===== config.mk =====
export PLATFORM = sky130hd
export DESIGN_NAME = adc_host_if
export DESIGN_NICKNAME = d
export VERILOG_FILES = /design/src/hw/adc_host_pkg.sv /design/src/hw/adc_host_if.sv
export SDC_FILE = /design/constraint.sdc
export NUM_CORES = 1
export LEC_CHECK = 0
export ABC_AREA = 1
export BUFFER_PORTS_ARGS = -buffer_cell sky130_fd_sc_hd__buf_2
export CAP_MARGIN = 20
export CORE_UTILIZATION = 57
export DETAILED_ROUTE_END_ITERATION = 12
export PLACE_DENSITY = 0.92
export RECOVER_POWER = 50
export SLEW_MARGIN = 20
export SYNTH_ARGS = -nofsm -noshare
export SYNTH_HDL_FRONTEND = slang
export SYNTH_SLANG_ARGS = --single-unit

===== constraint.sdc =====
create_clock -name ref_clk -period 8 [get_ports ref_clk]
set_input_delay 1.6 -clock ref_clk [delete_from_list [all_inputs] [get_ports ref_clk]]
set_output_delay 1.6 -clock ref_clk [all_outputs]
set_load 0.02 [all_outputs]

===== src/hw/adc_host_pkg.sv =====
// Shared constants, enums and carrier structs for the converter host interface.
// Assumes a single 200 MHz ref_clk domain; all pins arrive asynchronously.
`default_nettype none
package adc_host_pkg;
	// ----------------------------------------------------------------
	// Register map (APB byte addresses)
	// ----------------------------------------------------------------
	localparam int ADDR_W = 12;
	localparam logic [ADDR_W-1:0] ADDR_CTRL = 12'h000;
	localparam logic [ADDR_W-1:0] ADDR_STAT = 12'h004;
	localparam logic [ADDR_W-1:0] ADDR_RES = 12'h008;
	localparam logic [ADDR_W-1:0] ADDR_DIV = 12'h00c;
	// Control field positions
	localparam int CTRL_MODE = 0;
	localparam int CTRL_FMT = 1;
	localparam int CTRL_SONLY = 3;
	localparam int CTRL_CRUN = 4;
	localparam int CTRL_EXTCLK = 5;
	// Status field positions
	localparam int STAT_BUSY = 0;
	localparam int STAT_PIN = 1;
	localparam int STAT_FRAME = 2;
	localparam int STAT_COLL = 3;
	// ----------------------------------------------------------------
	// Converter and frame figures
	// ----------------------------------------------------------------
	localparam int CODE_W = 14;
	localparam int FRAME_BITS = 16;
	localparam logic [4:0] CONV_EDGES = 5'h13;
	localparam logic [4:0] CONV_EDGES_LATE = 5'h14;
	localparam logic [4:0] LAST_BIT = 5'h0f;
	localparam int CLK_MHZ = 200;
	localparam int ALIGN_NS = 30;
	localparam logic [2:0] ALIGN_CYC = 3'((ALIGN_NS * CLK_MHZ) / 1000);
	localparam logic [15:0] DIV_RST = 16'h0032;
	// Output format select levels
	typedef enum logic [1:0] {
		FMT_PAR = 2'b00,
		FMT_SER_GATED = 2'b01,
		FMT_SER_CONT = 2'b10
	} fmt_t;
	// Converter sequencer
	typedef enum logic [0:0] {
		ST_IDLE = 1'b0,
		ST_CONV = 1'b1
	} state_t;
	// Host-side pins as one group
	typedef struct packed {
		logic cs_n;
		logic rd_n;
		logic conversion_start_n_n;
		logic ubs;
		logic mclk;
	} pins_t;
	// Software configuration
	typedef struct packed {
		logic mode2;
		fmt_t fmt;
		logic ser_only;
		logic clk_run;
		logic ext_clk;
		logic [15:0] div_half;
	} cfg_t;
endpackage : adc_host_pkg
`default_nettype wire


===== src/hw/adc_host_if.sv =====
// Conversion control, result hand-out and serial frame generator.
// Function
// - Serial format repurposes three upper data pins
// - Frame: two zeros, then result MSB first
// - Data changes on clock rise, sampled falling
// - Strobe low at start; bit one first fall
// - Serial lines are open-drain, pull low only
// - Serial clock comes from master clock source
// - Format select picks continuous or gated clock
// - Serial-only variant uses clock-run select input
// - First mode starts on start pulse rising
// - First mode status pin is done interrupt
// - Read clears interrupt on first falling edge
// - Power-up leaves interrupt low; dummy read clears
// - Parallel format: one full read, no frame
// - Byte first read picks either byte, clears
// - Second mode starts on select falling edge
// - Second mode status pin shows conversion active
// - Second mode read stalls then returns result
// - Serial behaviour same in both modes
// - Byte layout: low eight, upper six right-justified
// - Conversion lasts 19 or 20 master rises
// - Result is twos-complement code
// Assumes pins are asynchronous to ref_clk and the master clock is far slower.
//
// Our own choices: the APB register port and the register addresses.
`default_nettype none
module adc_host_if
	import adc_host_pkg::*;
(
	input wire logic ref_clk, // System clock
	input wire logic rst, // Asynchronous reset
	input wire logic psel,
	input wire logic penable,
	input wire logic pwrite,
	input wire logic [ADDR_W-1:0] paddr,
	input wire logic [31:0] pwdata,
	output logic [31:0] prdata,
	output logic pready,
	output logic pslverr,
	input wire logic chip_select_n,
	input wire logic read_strobe_n,
	input wire logic conversion_start_n,
	input wire logic upper_byte_select,
	input wire logic master_clk_in, // External master clock
	input wire logic [CODE_W-1:0] analog_code, // Held code from the converter core
	output logic [CODE_W-1:0] data_out,
	output logic [CODE_W-1:0] data_oe,
	output logic status_n, // Done interrupt or active flag
	output logic serial_clock_out,
	output logic serial_clock_oe,
	output logic serial_data_out,
	output logic serial_data_oe,
	output logic serial_frame_strobe_n,
	output logic serial_frame_strobe_oe
);
	// ----------------------------------------------------------------
	// State
	// ----------------------------------------------------------------
	typedef struct packed {
		pins_t s1; // First synchroniser stage
		pins_t s2; // Second synchroniser stage
		pins_t prev; // Previous synchronised value
		logic [CODE_W-1:0] c1;
		logic [CODE_W-1:0] c2;
		cfg_t cfg;
		logic [15:0] div_cnt; // Internal oscillator divider
		logic osc;
		logic mclk_prev;
		state_t st;
		logic [4:0] edge_cnt; // Counted master rises
		logic [4:0] rises; // All rises seen, for checking
		logic [2:0] align_cnt;
		logic skipped; // First rise fell in the late window
		logic [CODE_W-1:0] held; // Sampled at start of hold
		logic [CODE_W-1:0] result;
		logic [FRAME_BITS-1:0] shreg;
		logic [4:0] bit_cnt;
		logic frame_on;
		logic fell_seen; // Frame's first falling edge has passed
		logic pin_n;
		logic collide; // Read seen during a first-mode conversion
		logic [CODE_W-1:0] dout;
		logic [CODE_W-1:0] doe;
		logic sclk_oe;
		logic serial_data_out_oe;
		logic serial_frame_strobe_n_oe;
		logic [31:0] rdata;
		logic rdy;
		logic err;
	} regs_t;

	regs_t r; // Registered state
	regs_t next_r; // Next state

	// Decode an APB address into a register index, 3'h7 when unmapped
	function automatic logic [2:0] reg_index(input logic [ADDR_W-1:0] a);
		case (a)
			ADDR_CTRL: reg_index = 3'h0;
			ADDR_STAT: reg_index = 3'h1;
			ADDR_RES: reg_index = 3'h2;
			ADDR_DIV: reg_index = 3'h3;
			default: reg_index = 3'h7;
		endcase
	endfunction : reg_index

	// ----------------------------------------------------------------
	// Derived terms
	// ----------------------------------------------------------------
	logic mclk_lvl; // Selected master clock level
	logic mclk_rise;
	logic mclk_fall;
	logic rd_act; // Chip select and read strobe both low
	logic rd_start; // First cycle of a read
	logic ser_en; // Serial pins in use
	logic cont; // Free-running serial clock
	logic start1;
	logic start2;
	logic conv_end;
	logic apb_acc;

	// Source, edge and mode terms
	always_comb
	begin
		mclk_lvl = r.cfg.ext_clk ? r.s2.mclk : r.osc;
		mclk_rise = mclk_lvl && !r.mclk_prev;
		mclk_fall = !mclk_lvl && r.mclk_prev;
		rd_act = !r.s2.cs_n && !r.s2.rd_n;
		rd_start = rd_act && !(!r.prev.cs_n && !r.prev.rd_n);
		ser_en = r.cfg.ser_only || (r.cfg.fmt != FMT_PAR);
		cont = r.cfg.ser_only ? r.cfg.clk_run : (r.cfg.fmt == FMT_SER_CONT);
		// Restarts are ignored while busy, so a stray pulse cannot corrupt the run
		start1 = !r.cfg.mode2 && (r.st == ST_IDLE) && r.s2.conversion_start_n_n && !r.prev.conversion_start_n_n;
		start2 = r.cfg.mode2 && (r.st == ST_IDLE) && !r.s2.conversion_start_n_n && !r.s2.ubs
			&& !r.s2.cs_n && r.prev.cs_n;
		conv_end = (r.st == ST_CONV) && mclk_rise && !(r.edge_cnt == 5'h00 && !r.skipped
			&& r.align_cnt < ALIGN_CYC) && (r.edge_cnt == CONV_EDGES - 5'h01);
		apb_acc = psel && penable && r.rdy;
	end

	// ----------------------------------------------------------------
	// Next-state logic
	// ----------------------------------------------------------------
	always_comb
	begin
		next_r = r;
		// Two-stage synchronisers; stage one feeds stage two only
		next_r.s1 = '{cs_n: chip_select_n, rd_n: read_strobe_n, conversion_start_n_n: conversion_start_n,
			ubs: upper_byte_select, mclk: master_clk_in};
		next_r.s2 = r.s1;
		next_r.prev = r.s2;
		next_r.c1 = analog_code;
		next_r.c2 = r.c1;
		next_r.mclk_prev = mclk_lvl;

		// Internal oscillator stands in when no external clock is fitted
		if (r.div_cnt >= r.cfg.div_half)
		begin
			next_r.div_cnt = 16'h0001;
			next_r.osc = !r.osc;
		end
		else
		begin
			next_r.div_cnt = r.div_cnt + 16'h0001;
		end

		// Sequencer
		case (r.st)
			ST_IDLE:
			begin
				if (start1 || start2)
				begin
					next_r.st = ST_CONV;
					next_r.edge_cnt = 5'h00;
					next_r.rises = 5'h00;
					next_r.align_cnt = 3'h0;
					next_r.skipped = 1'b0;
					next_r.held = r.c2;
					// Frame is built identically for both start modes
					next_r.frame_on = ser_en;
					next_r.fell_seen = mclk_fall;
					next_r.shreg = {2'b00, r.c2};
					next_r.bit_cnt = 5'h00;
					if (r.cfg.mode2)
					begin
						next_r.pin_n = 1'b0;
					end
				end
			end
			ST_CONV:
			begin
				if (r.align_cnt < ALIGN_CYC)
				begin
					next_r.align_cnt = r.align_cnt + 3'h1;
				end
				if (mclk_rise)
				begin
					next_r.rises = r.rises + 5'h01;
					// A rise just after the start is not counted, giving 20 in all
					if (r.edge_cnt == 5'h00 && !r.skipped && r.align_cnt < ALIGN_CYC)
					begin
						next_r.skipped = 1'b1;
					end
					else
					begin
						next_r.edge_cnt = r.edge_cnt + 5'h01;
					end
				end
				if (conv_end)
				begin
					next_r.st = ST_IDLE;
					next_r.result = r.held;
					next_r.pin_n = r.cfg.mode2;
				end
			end
			default:
			begin
				next_r.st = ST_IDLE;
			end
		endcase

		// Serial frame: shift on rises once the first fall has presented bit one
		if (r.frame_on)
		begin
			if (mclk_fall)
			begin
				next_r.fell_seen = 1'b1;
			end
			if (mclk_rise && r.fell_seen)
			begin
				if (r.bit_cnt == LAST_BIT)
				begin
					next_r.frame_on = 1'b0;
				end
				else
				begin
					next_r.shreg = {r.shreg[FRAME_BITS-2:0], 1'b0};
					next_r.bit_cnt = r.bit_cnt + 5'h01;
				end
			end
		end

		// First-mode interrupt clears on a read; a simultaneous end keeps it low
		if (!r.cfg.mode2 && rd_start && !conv_end)
		begin
			next_r.pin_n = 1'b1;
		end

		// Parallel data pins, driven only while the read is asserted
		next_r.doe = '0;
		next_r.dout = r.dout;
		if (rd_act && !r.cfg.ser_only)
		begin
			if (r.cfg.fmt == FMT_PAR)
			begin
				next_r.doe = '1;
				next_r.dout = r.result;
			end
			else
			begin
				next_r.doe = {{(CODE_W-8){1'b0}}, 8'hff};
				next_r.dout = r.s2.ubs ? {6'h00, 2'b00, r.result[CODE_W-1:8]}
					: {6'h00, r.result[7:0]};
			end
		end

		// Open-drain serial lines: enable means pull low
		next_r.serial_frame_strobe_n_oe = next_r.frame_on && ser_en;
		next_r.serial_data_out_oe = next_r.frame_on && ser_en && !next_r.shreg[FRAME_BITS-1];
		// Gated clock waits for the frame's first fall, else the receiver sees a spare bit
		next_r.sclk_oe = ser_en && (cont || (next_r.frame_on && next_r.fell_seen))
			&& !mclk_lvl;

		// Read during a first-mode conversion is flagged, setting wins over clearing
		if (r.st == ST_CONV && !r.cfg.mode2 && rd_act)
		begin
			next_r.collide = 1'b1;
		end
		else if (apb_acc && pwrite && reg_index(paddr) == 3'h1 && pwdata[STAT_COLL])
		begin
			next_r.collide = 1'b0;
		end

		// APB slave: one wait state, then registered answer
		next_r.rdy = psel && penable && !r.rdy;
		next_r.err = psel && penable && !r.rdy && (reg_index(paddr) == 3'h7);
		next_r.rdata = 32'h00000000;
		if (psel && penable && !r.rdy && !pwrite)
		begin
			case (reg_index(paddr))
				3'h0: next_r.rdata = {26'h0000000, r.cfg.ext_clk, r.cfg.clk_run, r.cfg.ser_only,
					r.cfg.fmt, r.cfg.mode2};
				3'h1: next_r.rdata = {28'h0000000, r.collide, r.frame_on, r.pin_n,
					r.st == ST_CONV};
				3'h2: next_r.rdata = {{(32-CODE_W){1'b0}}, r.result};
				3'h3: next_r.rdata = {16'h0000, r.cfg.div_half};
				default: next_r.rdata = 32'h00000000;
			endcase
		end
		if (apb_acc && pwrite)
		begin
			case (reg_index(paddr))
				3'h0:
				begin
					next_r.cfg.mode2 = pwdata[CTRL_MODE];
					next_r.cfg.fmt = fmt_t'(pwdata[CTRL_FMT+1:CTRL_FMT]);
					next_r.cfg.ser_only = pwdata[CTRL_SONLY];
					next_r.cfg.clk_run = pwdata[CTRL_CRUN];
					next_r.cfg.ext_clk = pwdata[CTRL_EXTCLK];
				end
				3'h3: next_r.cfg.div_half = (pwdata[15:0] == 16'h0000) ? 16'h0001 : pwdata[15:0];
				default: next_r.cfg = r.cfg;
			endcase
		end
	end

	// ----------------------------------------------------------------
	// Registers
	// ----------------------------------------------------------------
	always_ff @(posedge ref_clk or posedge rst)
	begin
		if (rst)
		begin
			r <= '0;
			r.s1 <= '1;
			r.s2 <= '1;
			r.prev <= '1;
			r.cfg.div_half <= DIV_RST;
			r.pin_n <= 1'b0;
		end
		else
		begin
			r <= next_r;
		end
	end

	// Outputs straight from flops; open-drain pins only ever pull low
	assign prdata = r.rdata;
	assign pready = r.rdy;
	assign pslverr = r.err;
	assign data_out = r.dout;
	assign data_oe = r.doe;
	assign status_n = r.pin_n;
	assign serial_clock_out = r.sclk_oe && 1'b0;
	assign serial_data_out = r.serial_data_out_oe && 1'b0;
	assign serial_frame_strobe_n = r.serial_frame_strobe_n_oe && 1'b0;
	assign serial_clock_oe = r.sclk_oe;
	assign serial_data_oe = r.serial_data_out_oe;
	assign serial_frame_strobe_oe = r.serial_frame_strobe_n_oe;
endmodule : adc_host_if
`default_nettype wire


==> impl_metrics.json, run 1 <==
{
  "yosysTopAreaCellShare_pct": 49.8,
  "cp-end-kind": "register",
  "drv_cap": 0,
  "area_growth_pct": 9.06,
  "rsz0062_at_grt": "false",
  "hold_ws_ns": 0.349,
  "core_um2": 14000,
  "drc": 0,
  "synthArstFlopShare_pct": 100,
  "critPathLaunch": "paddr[5]",
  "multiInputGateArea_um2": 2780,
  "wl_um": 17100,
  "critical-path-slowest-cell": "nor2_2",
  "worstHoldPathType": "reg2reg",
  "grt_max_degree": 124,
  "yosysWarnings": 0,
  "final_cells": 1149,
  "dp.cells": 1118,
  "fmax_mhz": 300,
  "r2r_end": "r[130]",
  "cts_root_buffer": "clkbuf_16",
  "reg2regPathDepth": 7,
  "worstMarginPinSlew_ns": 1.14,
  "overflow": 0,
  "nNetsFinal": 1047,
  "grt_pass1_vias": 5764,
  "r2r_slack_ns": 5.12,
  "n_fill_cell": 1086,
  "worst-path-buf-inv": 3,
  "die_area_um2": 15000,
  "postSynthCellCount": 903,
  "power_density_nw_per_um2": 265,
  "viasPerCell": 5.28,
  "row_count": 43,
  "path_cells": "buf_2 -> nor2_1 -> nand2_1 -> nor2_2 -> nand2_1 -> nand3_2 -> nand3_2 -> inv_1 -> nand2_1 -> inv_1",
  "final_antenna_net_count": 0,
  "dr.pass1.iters": 6,
  "clk_latency_ns": 0.44,
  "synth_cell_types": 42,
  "hold_buffers": 0,
  "skew_ns": 0.00946,
  "post_cts_buffers": 0,
  "hold_viol_final": 0,
  "drt-wirelength-per-cell_um": 14.9,
  "critPathTopFamily": "simple AND/OR/NAND/NOR gates",
  "cp_num_cells": 10,
  "regArea_um2": 4550,
  "die_w_um": 123,
  "synth-seq-cells": 181,
  "numCtsBuffers": 17,
  "grt_use_total_pct": 24.2,
  "syn_avg_cell_area_um2": 9.19,
  "setup_tns_ns": 0,
  "clkTransAtPathRegs_ns": 0.07,
  "crit_type": "in2reg",
  "final_common_cell": "nand2_1",
  "yosysSeqAreaShare_pct": 54.8,
  "syn_area_um2": 8300,
  "rr_startpoint": "r[132]",
  "leakage_nw": 4.58,
  "synth_ff_type": "dfrtp_1",
  "antenna_found_initial": 0,
  "io_pins": 137,
  "cts_tree": "done",
  "synth.area.top_cells": "dfrtp_1 (50%), nand2_1 (8.3%), buf_4 (5.7%), dfstp_2 (5.1%), inv_1 (4.9%)",
  "drtIter0Drc": 485,
  "final_cell_mix": "nand2_1 (184), dfrtp_1 (165), inv_1 (108), buf_2 (99), nor2_1 (76)",
  "die_h_um": 123,
  "gp_congestion": 0.863,
  "via_count": 6068,
  "htree_levels": 4,
  "cts_max_path_buffers": 2,
  "finalSetupViolCount": 0,
  "start_kind": "input port",
  "outcome": "finished, final reports clean",
  "period_share_pct": 41.7,
  "critical-path-max-stage-delay_ns": 0.73,
  "drive_gt1_share_pct": 18.6,
  "relSlewSlack_pct": 23.6,
  "finalCriticalPeriod_ns": 3.33,
  "initial_core_util_pct": 59.1,
  "dp_hpwl_um": 11700,
  "antenna_cells": 0,
  "crit_required_ns": 8.38,
  "drv_slew": 0,
  "grt_pass1_wl_um": 27700,
  "postCtsResizedCells": 0,
  "synth_edf_count": 0,
  "crit_end": "prdata[1]",
  "yosysTopAreaCell": "dfrtp_1",
  "ir_drop_uv": 189,
  "clock_sinks": 181,
  "port_buffers": 101,
  "crit_fanout": 23,
  "cp.arrival_ns": 3.71,
  "cpMostUsedCell": "nand2_1"
}
cell type report:
cell class                 instances  share of cell area [%]
clock buffer                      19                    4.89
multi-input combinational        543                    30.7
inverter                         112                    4.76
timing repair buffer             102                    5.64
tap                              180                    2.49
clock inverter                    12                    1.23
sequential                       181                    50.3
cell families after synthesis:
logic type | Yosys count | share of synthesized area, %
xor gates and xnor gates | 14 | 1.48
other | 1 | 0.0452
and+or+nand+nor | 366 | 19.3
AOI/OAI and AO/OA | 122 | 8.59
adders and majority gates | 22 | 3.32
DFF | 181 | 54.8
buffers and inverters | 197 | 12.4
state kept, by name, summed over array words and instances, names as in the netlist:
| register | count |
|---|---|
| r | 119 |
| next_r | 24 |
| prdata | 16 |
| data_out | 14 |
| data_oe | 2 |
| pready | 1 |
| pslverr | 1 |
| serial_clock_oe | 1 |
| serial_data_oe | 1 |
| serial_frame_strobe_oe | 1 |
| status_n | 1 |
worst min-delay path by stage:
stage | startpoint | end | slack, ns | cells past startpoint
finish | next_r[177] | r[177] | 0.35 | 0
global route | next_r[173] | r[173] | 0.36 | 0
global placement | next_r[183] | r[183] | 0.33 | 0
floorplan | next_r[173] | r[173] | 0.33 | 0
CTS | next_r[175] | r[175] | 0.35 | 0
detailed placement | next_r[175] | r[175] | 0.33 | 0
synth_stat cells, types with 2 or more instances:
cell type	n
o21ai_0	42
nand2_1	183
inv_2	2
o21ai_1	30
a21oi_2	7
clkbuf_1	6
or2_2	2
buf_6	5
inv_1	109
dfstp_2	16
nor3b_1	2
nand3b_1	2
a21oi_1	18
a31oi_1	4
o21ai_2	15
nand2_4	2
nand4_1	18
nand3_1	65
dfrtp_1	165
buf_4	63
nor3_1	7
nand3_2	2
ha_1	22
buf_2	11
nor2_1	76
xnor2_1	5
xor2_1	9
per-layer routing:
layer	track usage [%]	share of wire, %
met1	31.4	43
met2	38.8	48
met3	5.67	6.4
met4	10.8	2.8
met5	0	0
power breakdown:
part,internal [mW],switching (mW)
sequential,1.06,0.0851
combinational,0.151,0.307
clock,0.417,0.377
through the flow:
stage / total power, mW / util, % / instance area, um2 / setup WS (ns)
after floorplan: 1.51 / - / 8370 / 1.51
after global routing: 2.53 / 64.4 / 9050 / 4.42
after CTS: 2.41 / 64.5 / 9060 / 4.70
after global placement: 1.57 / 60.5 / 8500 / 4.35
final: 2.40 / 64.4 / 9050 / 4.67
after detailed placement: 1.61 / 60.5 / 8500 / 4.25
Power figures use the tool's default switching activity.
==> run 2: changes to the inputs <==
- ABC_AREA: 1 -> 0
- CORE_UTILIZATION: 57 -> 56
- PLACE_DENSITY: 0.92 -> 0.91
- clock period: 8 -> 3.2 ns (I/O delays scaled with it)
==> impl_metrics.json, run 2 <==
{
  "n_fill_cell": 1003,
  "synth_top_family_by_area": "simple AND/OR/NAND/NOR gates",
  "dp_hpwl_um": 11300,
  "crit_fanout": 3,
  "synth_fa_ha_area_share_pct": 3.48,
  "drt-wirelength-per-cell_um": 17.1,
  "core_um2": 13800,
  "min_from": "conversion_start_n",
  "leakage_nw": 4.60,
  "drv_cap": 0,
  "dp.cells": 916,
  "final_cell_mix": "dfrtp_1 (165), buf_2 (101), nand2_1 (95), o21ai_0 (45), nor2_1 (39)",
  "final_common_cell": "dfrtp_1",
  "port_buffers": 101,
  "io_pins": 137,
  "finalSetupViolCount": 0,
  "outcome": "finished, final reports clean",
  "via_count": 5256,
  "htree_levels": 4,
  "finalCriticalPeriod_ns": 2.34,
  "hold_viol_final": 0,
  "die_h_um": 121,
  "clk_latency_ns": 0.43,
  "reg2regPathDepth": 5,
  "cp.arrival_ns": 2.64,
  "rsz0062_at_grt": "false",
  "synthArstFlopShare_pct": 100,
  "antenna_cells": 0,
  "drv_slew": 0,
  "yosysTopAreaCellShare_pct": 52.2,
  "worstMarginPinSlew_ns": 1.34,
  "power_mw": 5.12,
  "syn_avg_cell_area_um2": 11.5,
  "synthXorXnorAreaFrac_pct": 2.10,
  "synthMuxAreaShare_pct": 8.47,
  "clkTransAtPathRegs_ns": 0.06,
  "row_count": 43,
  "yosysSeqAreaShare_pct": 57.5,
  "yosysTopAreaCell": "dfrtp_1",
  "grt_use_total_pct": 23.9,
  "initial_core_util_pct": 57.2,
  "final_cells": 948,
  "cts_max_path_buffers": 2,
  "cts_root_buffer": "clkbuf_16",
  "crit_type": "reg2reg",
  "ir_drop_uv": 428,
  "synthSimpleGateAreaFrac_pct": 12.6,
  "final_antenna_net_count": 0,
  "start_kind": "register",
  "post_cts_buffers": 0,
  "period_share_pct": 73.0,
  "postSynthCellCount": 689,
  "drc": 0,
  "setup_tns_ns": 0,
  "gp_congestion": 0.848,
  "fmax_mhz": 428,
  "synth_cell_types": 56,
  "clock_sinks": 181,
  "critPathLaunch": "next_r[203]",
  "worstHoldPathType": "in2reg",
  "grt_max_degree": 37,
  "crit_end": "serial_clock_oe",
  "drtIter0Drc": 359,
  "area_growth_pct": 12.1,
  "nNetsFinal": 845,
  "die_area_um2": 14600,
  "crit_required_ns": 3.51,
  "top_register": "r",
  "synth_compound_area_share_pct": 7.27,
  "synth_most_common_cell": "dfrtp_1",
  "drive_gt1_share_pct": 25.8,
  "cts_tree": "done",
  "skew_ns": 0.00672,
  "r2r_slack_ns": 0.86,
  "hold_ws_ns": 0.302,
  "postCtsResizedCells": 0,
  "dr.pass1.iters": 5,
  "overflow": 0,
  "yosysWarnings": 0,
  "r2r_end": "serial_clock_oe",
  "final_util_pct": 64.2,
  "rr_startpoint": "next_r[203]",
  "relSlewSlack_pct": 9.96,
  "grt_pass1_wl_um": 26200,
  "syn_area_um2": 7920,
  "power_density_nw_per_um2": 577,
  "largest_register_ffs": 119,
  "numCtsBuffers": 17,
  "die_w_um": 121,
  "viasPerCell": 5.54,
  "synth-seq-cells": 181,
  "hold_buffers": 0,
  "synth.area.top_cells": "dfrtp_1 (52%), buf_4 (6.0%), dfstp_2 (5.3%), nand2_1 (4.5%), mux2i_1 (3.8%)",
  "cp-end-kind": "register",
  "wl_um": 16200,
  "antenna_found_initial": 0,
  "grt_pass1_vias": 5218,
  "synth_common_cells": "dfrtp_1 (165), nand2_1 (95), buf_4 (63), o21ai_0 (45), nor2_1 (39)",
  "synth_ff_type": "dfrtp_1",
  "synth_edf_count": 0
}
[run 2: layer usage]
metal	vias up	track usage (%)	part of all wire, %
met5	-	0	0
li1	2398	-	-
met3	43	6.20	7.4
met4	0	11.7	2.9
met2	232	38.2	49
met1	2583	30.3	40
[run 2: worst min path at each step]
stage | endpoint | slack [ns] | depth (start not counted)
finish | next_r[208] | 0.30 | 1
global route | next_r[207] | 0.29 | 1
CTS | next_r[207] | 0.29 | 1
detailed placement | r[184] | 0.33 | 0
global placement | r[177] | 0.33 | 0
floorplan | r[173] | 0.33 | 0
[run 2: logic make-up (layout without fill, tap and decap cells)]
logic type,Yosys count,in the layout
AOI/OAI and AO/OA,90,90
xor gates and xnor gates,19,19
adders and majority gates,22,22
buffers and inverters,112,173
DFF,181,181
muxes,56,56
other,1,19
and+or+nand+nor,208,208
[run 2: final cells by class]
type / instances / area [um2] / area share (%)
Clock buffer: 21 / 450 / 5.07
Clock inverter: 11 / 148 / 1.66
Inverter: 28 / 106 / 1.20
Multi-Input combinational cell: 414 / 2770 / 31.2
Sequential cell: 181 / 4550 / 51.3
Tap cell: 180 / 225 / 2.54
Timing Repair Buffer: 113 / 627 / 7.06
[run 2: metrics by stage]
| step | cell area, um2 | setup WS, ns |
|---|---|---|
| floorplan | 7990 | 0.250 |
| global placement | 8300 | 0.819 |
| detailed placement | 8300 | 0.706 |
| CTS | 8900 | 0.925 |
| global route | 8880 | 0.482 |
| finish | 8880 | 0.864 |
[run 2: where the power goes]
part	total, mW	internal, mW	leakage, nW	switching (mW)
Sequential	2.60	2.47	2.26	0.131
Clock	2.10	1.25	0.292	0.844
Combinational	0.425	0.162	2.05	0.263
Total	5.12	3.89	4.60	1.24
[run 2: critical path, stage by stage, from the launching register on]
cell	delay, ns
dfstp_1	0.61
nor4b_1	0.58
a211oi_1	0.16
a221oi_1	0.41
a221oi_1	0.16
nor3_1	0.30
==> run 3: changes to the inputs <==
- clock period: 3.2 -> 2.15 ns (I/O delays scaled with it)
==> impl_metrics.json, run 3 (synthesis gave the netlist of run 2 again) <==
{
  "finalWorstSetupSlack_ns": 0.114,
  "final_antenna_net_count": 0,
  "met2_usage_pct": 39.0,
  "dr.pass1.iters": 5,
  "drtIter0Drc": 379,
  "numCtsBuffers": 17,
  "dp_hpwl_um": 11700,
  "core_um2": 13800,
  "crit_fanout": 7,
  "gr-usage-met1_pct": 30.8,
  "via_count": 5302,
  "final_common_cell": "dfrtp_1",
  "io_pins": 137,
  "worstMarginPinSlew_ns": 1.10,
  "nNetsFinal": 853,
  "n_fill_cell": 975,
  "die_area_um2": 14600,
  "fmax_mhz": 491,
  "use_met3_pct": 5.69,
  "dp_slack_ns": 0.102,
  "cts_max_path_buffers": 2,
  "power_density_nw_per_um2": 859,
  "row_count": 43,
  "outcome": "finished, final reports clean",
  "drc": 0,
  "worstHoldPathType": "in2reg",
  "hold_viol_final": 0,
  "regArea_um2": 4550,
  "final_cell_mix": "dfrtp_1 (165), buf_2 (101), nand2_1 (95), o21ai_0 (45), nor2_1 (39)",
  "dp.cells": 924,
  "crit_required_ns": 2.48,
  "htree_levels": 4,
  "top_register": "r",
  "antenna_found_initial": 0,
  "post_cts_buffers": 0,
  "busiest_layer": "met2",
  "finalSetupViolCount": 0,
  "largest_register_ffs": 119,
  "ir_drop_uv": 602,
  "viasPerCell": 5.55,
  "clk_latency_ns": 0.43,
  "drive_gt1_share_pct": 27.1,
  "wl_um": 16400,
  "cts_root_buffer": "clkbuf_16",
  "cp.arrival_ns": 2.37,
  "die_h_um": 121,
  "initial_core_util_pct": 57.2,
  "crit_type": "reg2reg",
  "multiInputGateArea_um2": 2780,
  "grt_max_degree": 46,
  "grt_use_total_pct": 24.0,
  "drt-wirelength-per-cell_um": 17.2,
  "gp_congestion": 0.916,
  "cts_tree": "done",
  "clkTransAtPathRegs_ns": 0.06,
  "cp-end-kind": "register",
  "start_kind": "register",
  "overflow": 0,
  "period_share_pct": 94.7,
  "final_cells": 956,
  "port_buffers": 101,
  "finalCriticalPeriod_ns": 2.04,
  "drv_slew": 0,
  "grt_pass1_vias": 5197,
  "leakage_nw": 4.64,
  "skew_ns": 0.0101,
  "relSlewSlack_pct": 26.5,
  "clock_sinks": 181,
  "antenna_cells": 0,
  "drv_cap": 0,
  "die_w_um": 121,
  "area_growth_pct": 13.1,
  "rsz0062_at_grt": "false",
  "grt_pass1_wl_um": 26400
}
## run 3: changes by cell type in the layout (fill, tap and decap cells not counted), moves of 2 or more
cell        before  now
clkbuf_1         4    2
clkbuf_8         1    3
clkinvlp_4       1    3
clkbuf_2         1    4
buf_4            7   13
clkinv_4         2    0
## run 3: final timing paths
check                                   start              end  slack (ns)  cells past startpoint
max in group asynchronous                 rst           r[118]        0.47                      3
worst min register to register    next_r[176]           r[176]        0.35                      0
worst max register to register         r[132]  serial_clock_oe        0.11                      6
worst max-delay path                   r[132]  serial_clock_oe        0.11                      6
min in group asynchronous                 rst            r[76]        0.14                      2
worst min-delay path            master_clk_in      next_r[206]        0.10                      1
## run 3: where the power goes
group          internal [mW]  total [mW]  switching, mW
clock network           1.93        3.19           1.26
registers               3.68        3.89          0.211
logic                  0.233       0.610          0.377
## run 3: metal layers
layer | up-vias | wire length, um
met4 | 0 | 550
met5 | - | 0
li1 | 2405 | -
met2 | 216 | 8110
met1 | 2632 | 6820
met3 | 49 | 973
## run 3: repair_timing
item                       CTS  global route
hold buffers                 0             0
resized for setup            0             2
setup endpoints to repair    0             5
## run 3: per-stage QoR
stage          power (mW)  instance area [um2]  hold slack, ns  setup TNS, ns  utilization (%)
2_1_floorplan        4.34                 7990           0.331         -97.47                -
3_3_place_gp         4.50                 8380           0.334              0             60.6
3_5_place_dp         4.56                 8380           0.335              0             60.6
4_1_cts              7.73                 9000          0.0699              0             65.1
5_1_grt              7.97                 8950          0.0856              0             64.7
6_report             7.69                 8950           0.102              0             64.7
## run 3: layout make-up
cell class,instances,share of cell area (%)
inverters,28,1.19
well taps,180,2.52
multi-input cells,414,31.1
repair buffers,121,7.45
clock inverters,11,1.65
clock buffers,21,5.26
flip-flops and latches,181,50.8
## run 3: critical path: stages, from the launching register on
cell and delay [ns]:
dfrtp_1 0.49, nor4b_1 0.48, buf_4 0.20, a211oi_1 0.07, a221oi_1 0.33, a221oi_1 0.17
nor3_1 0.20
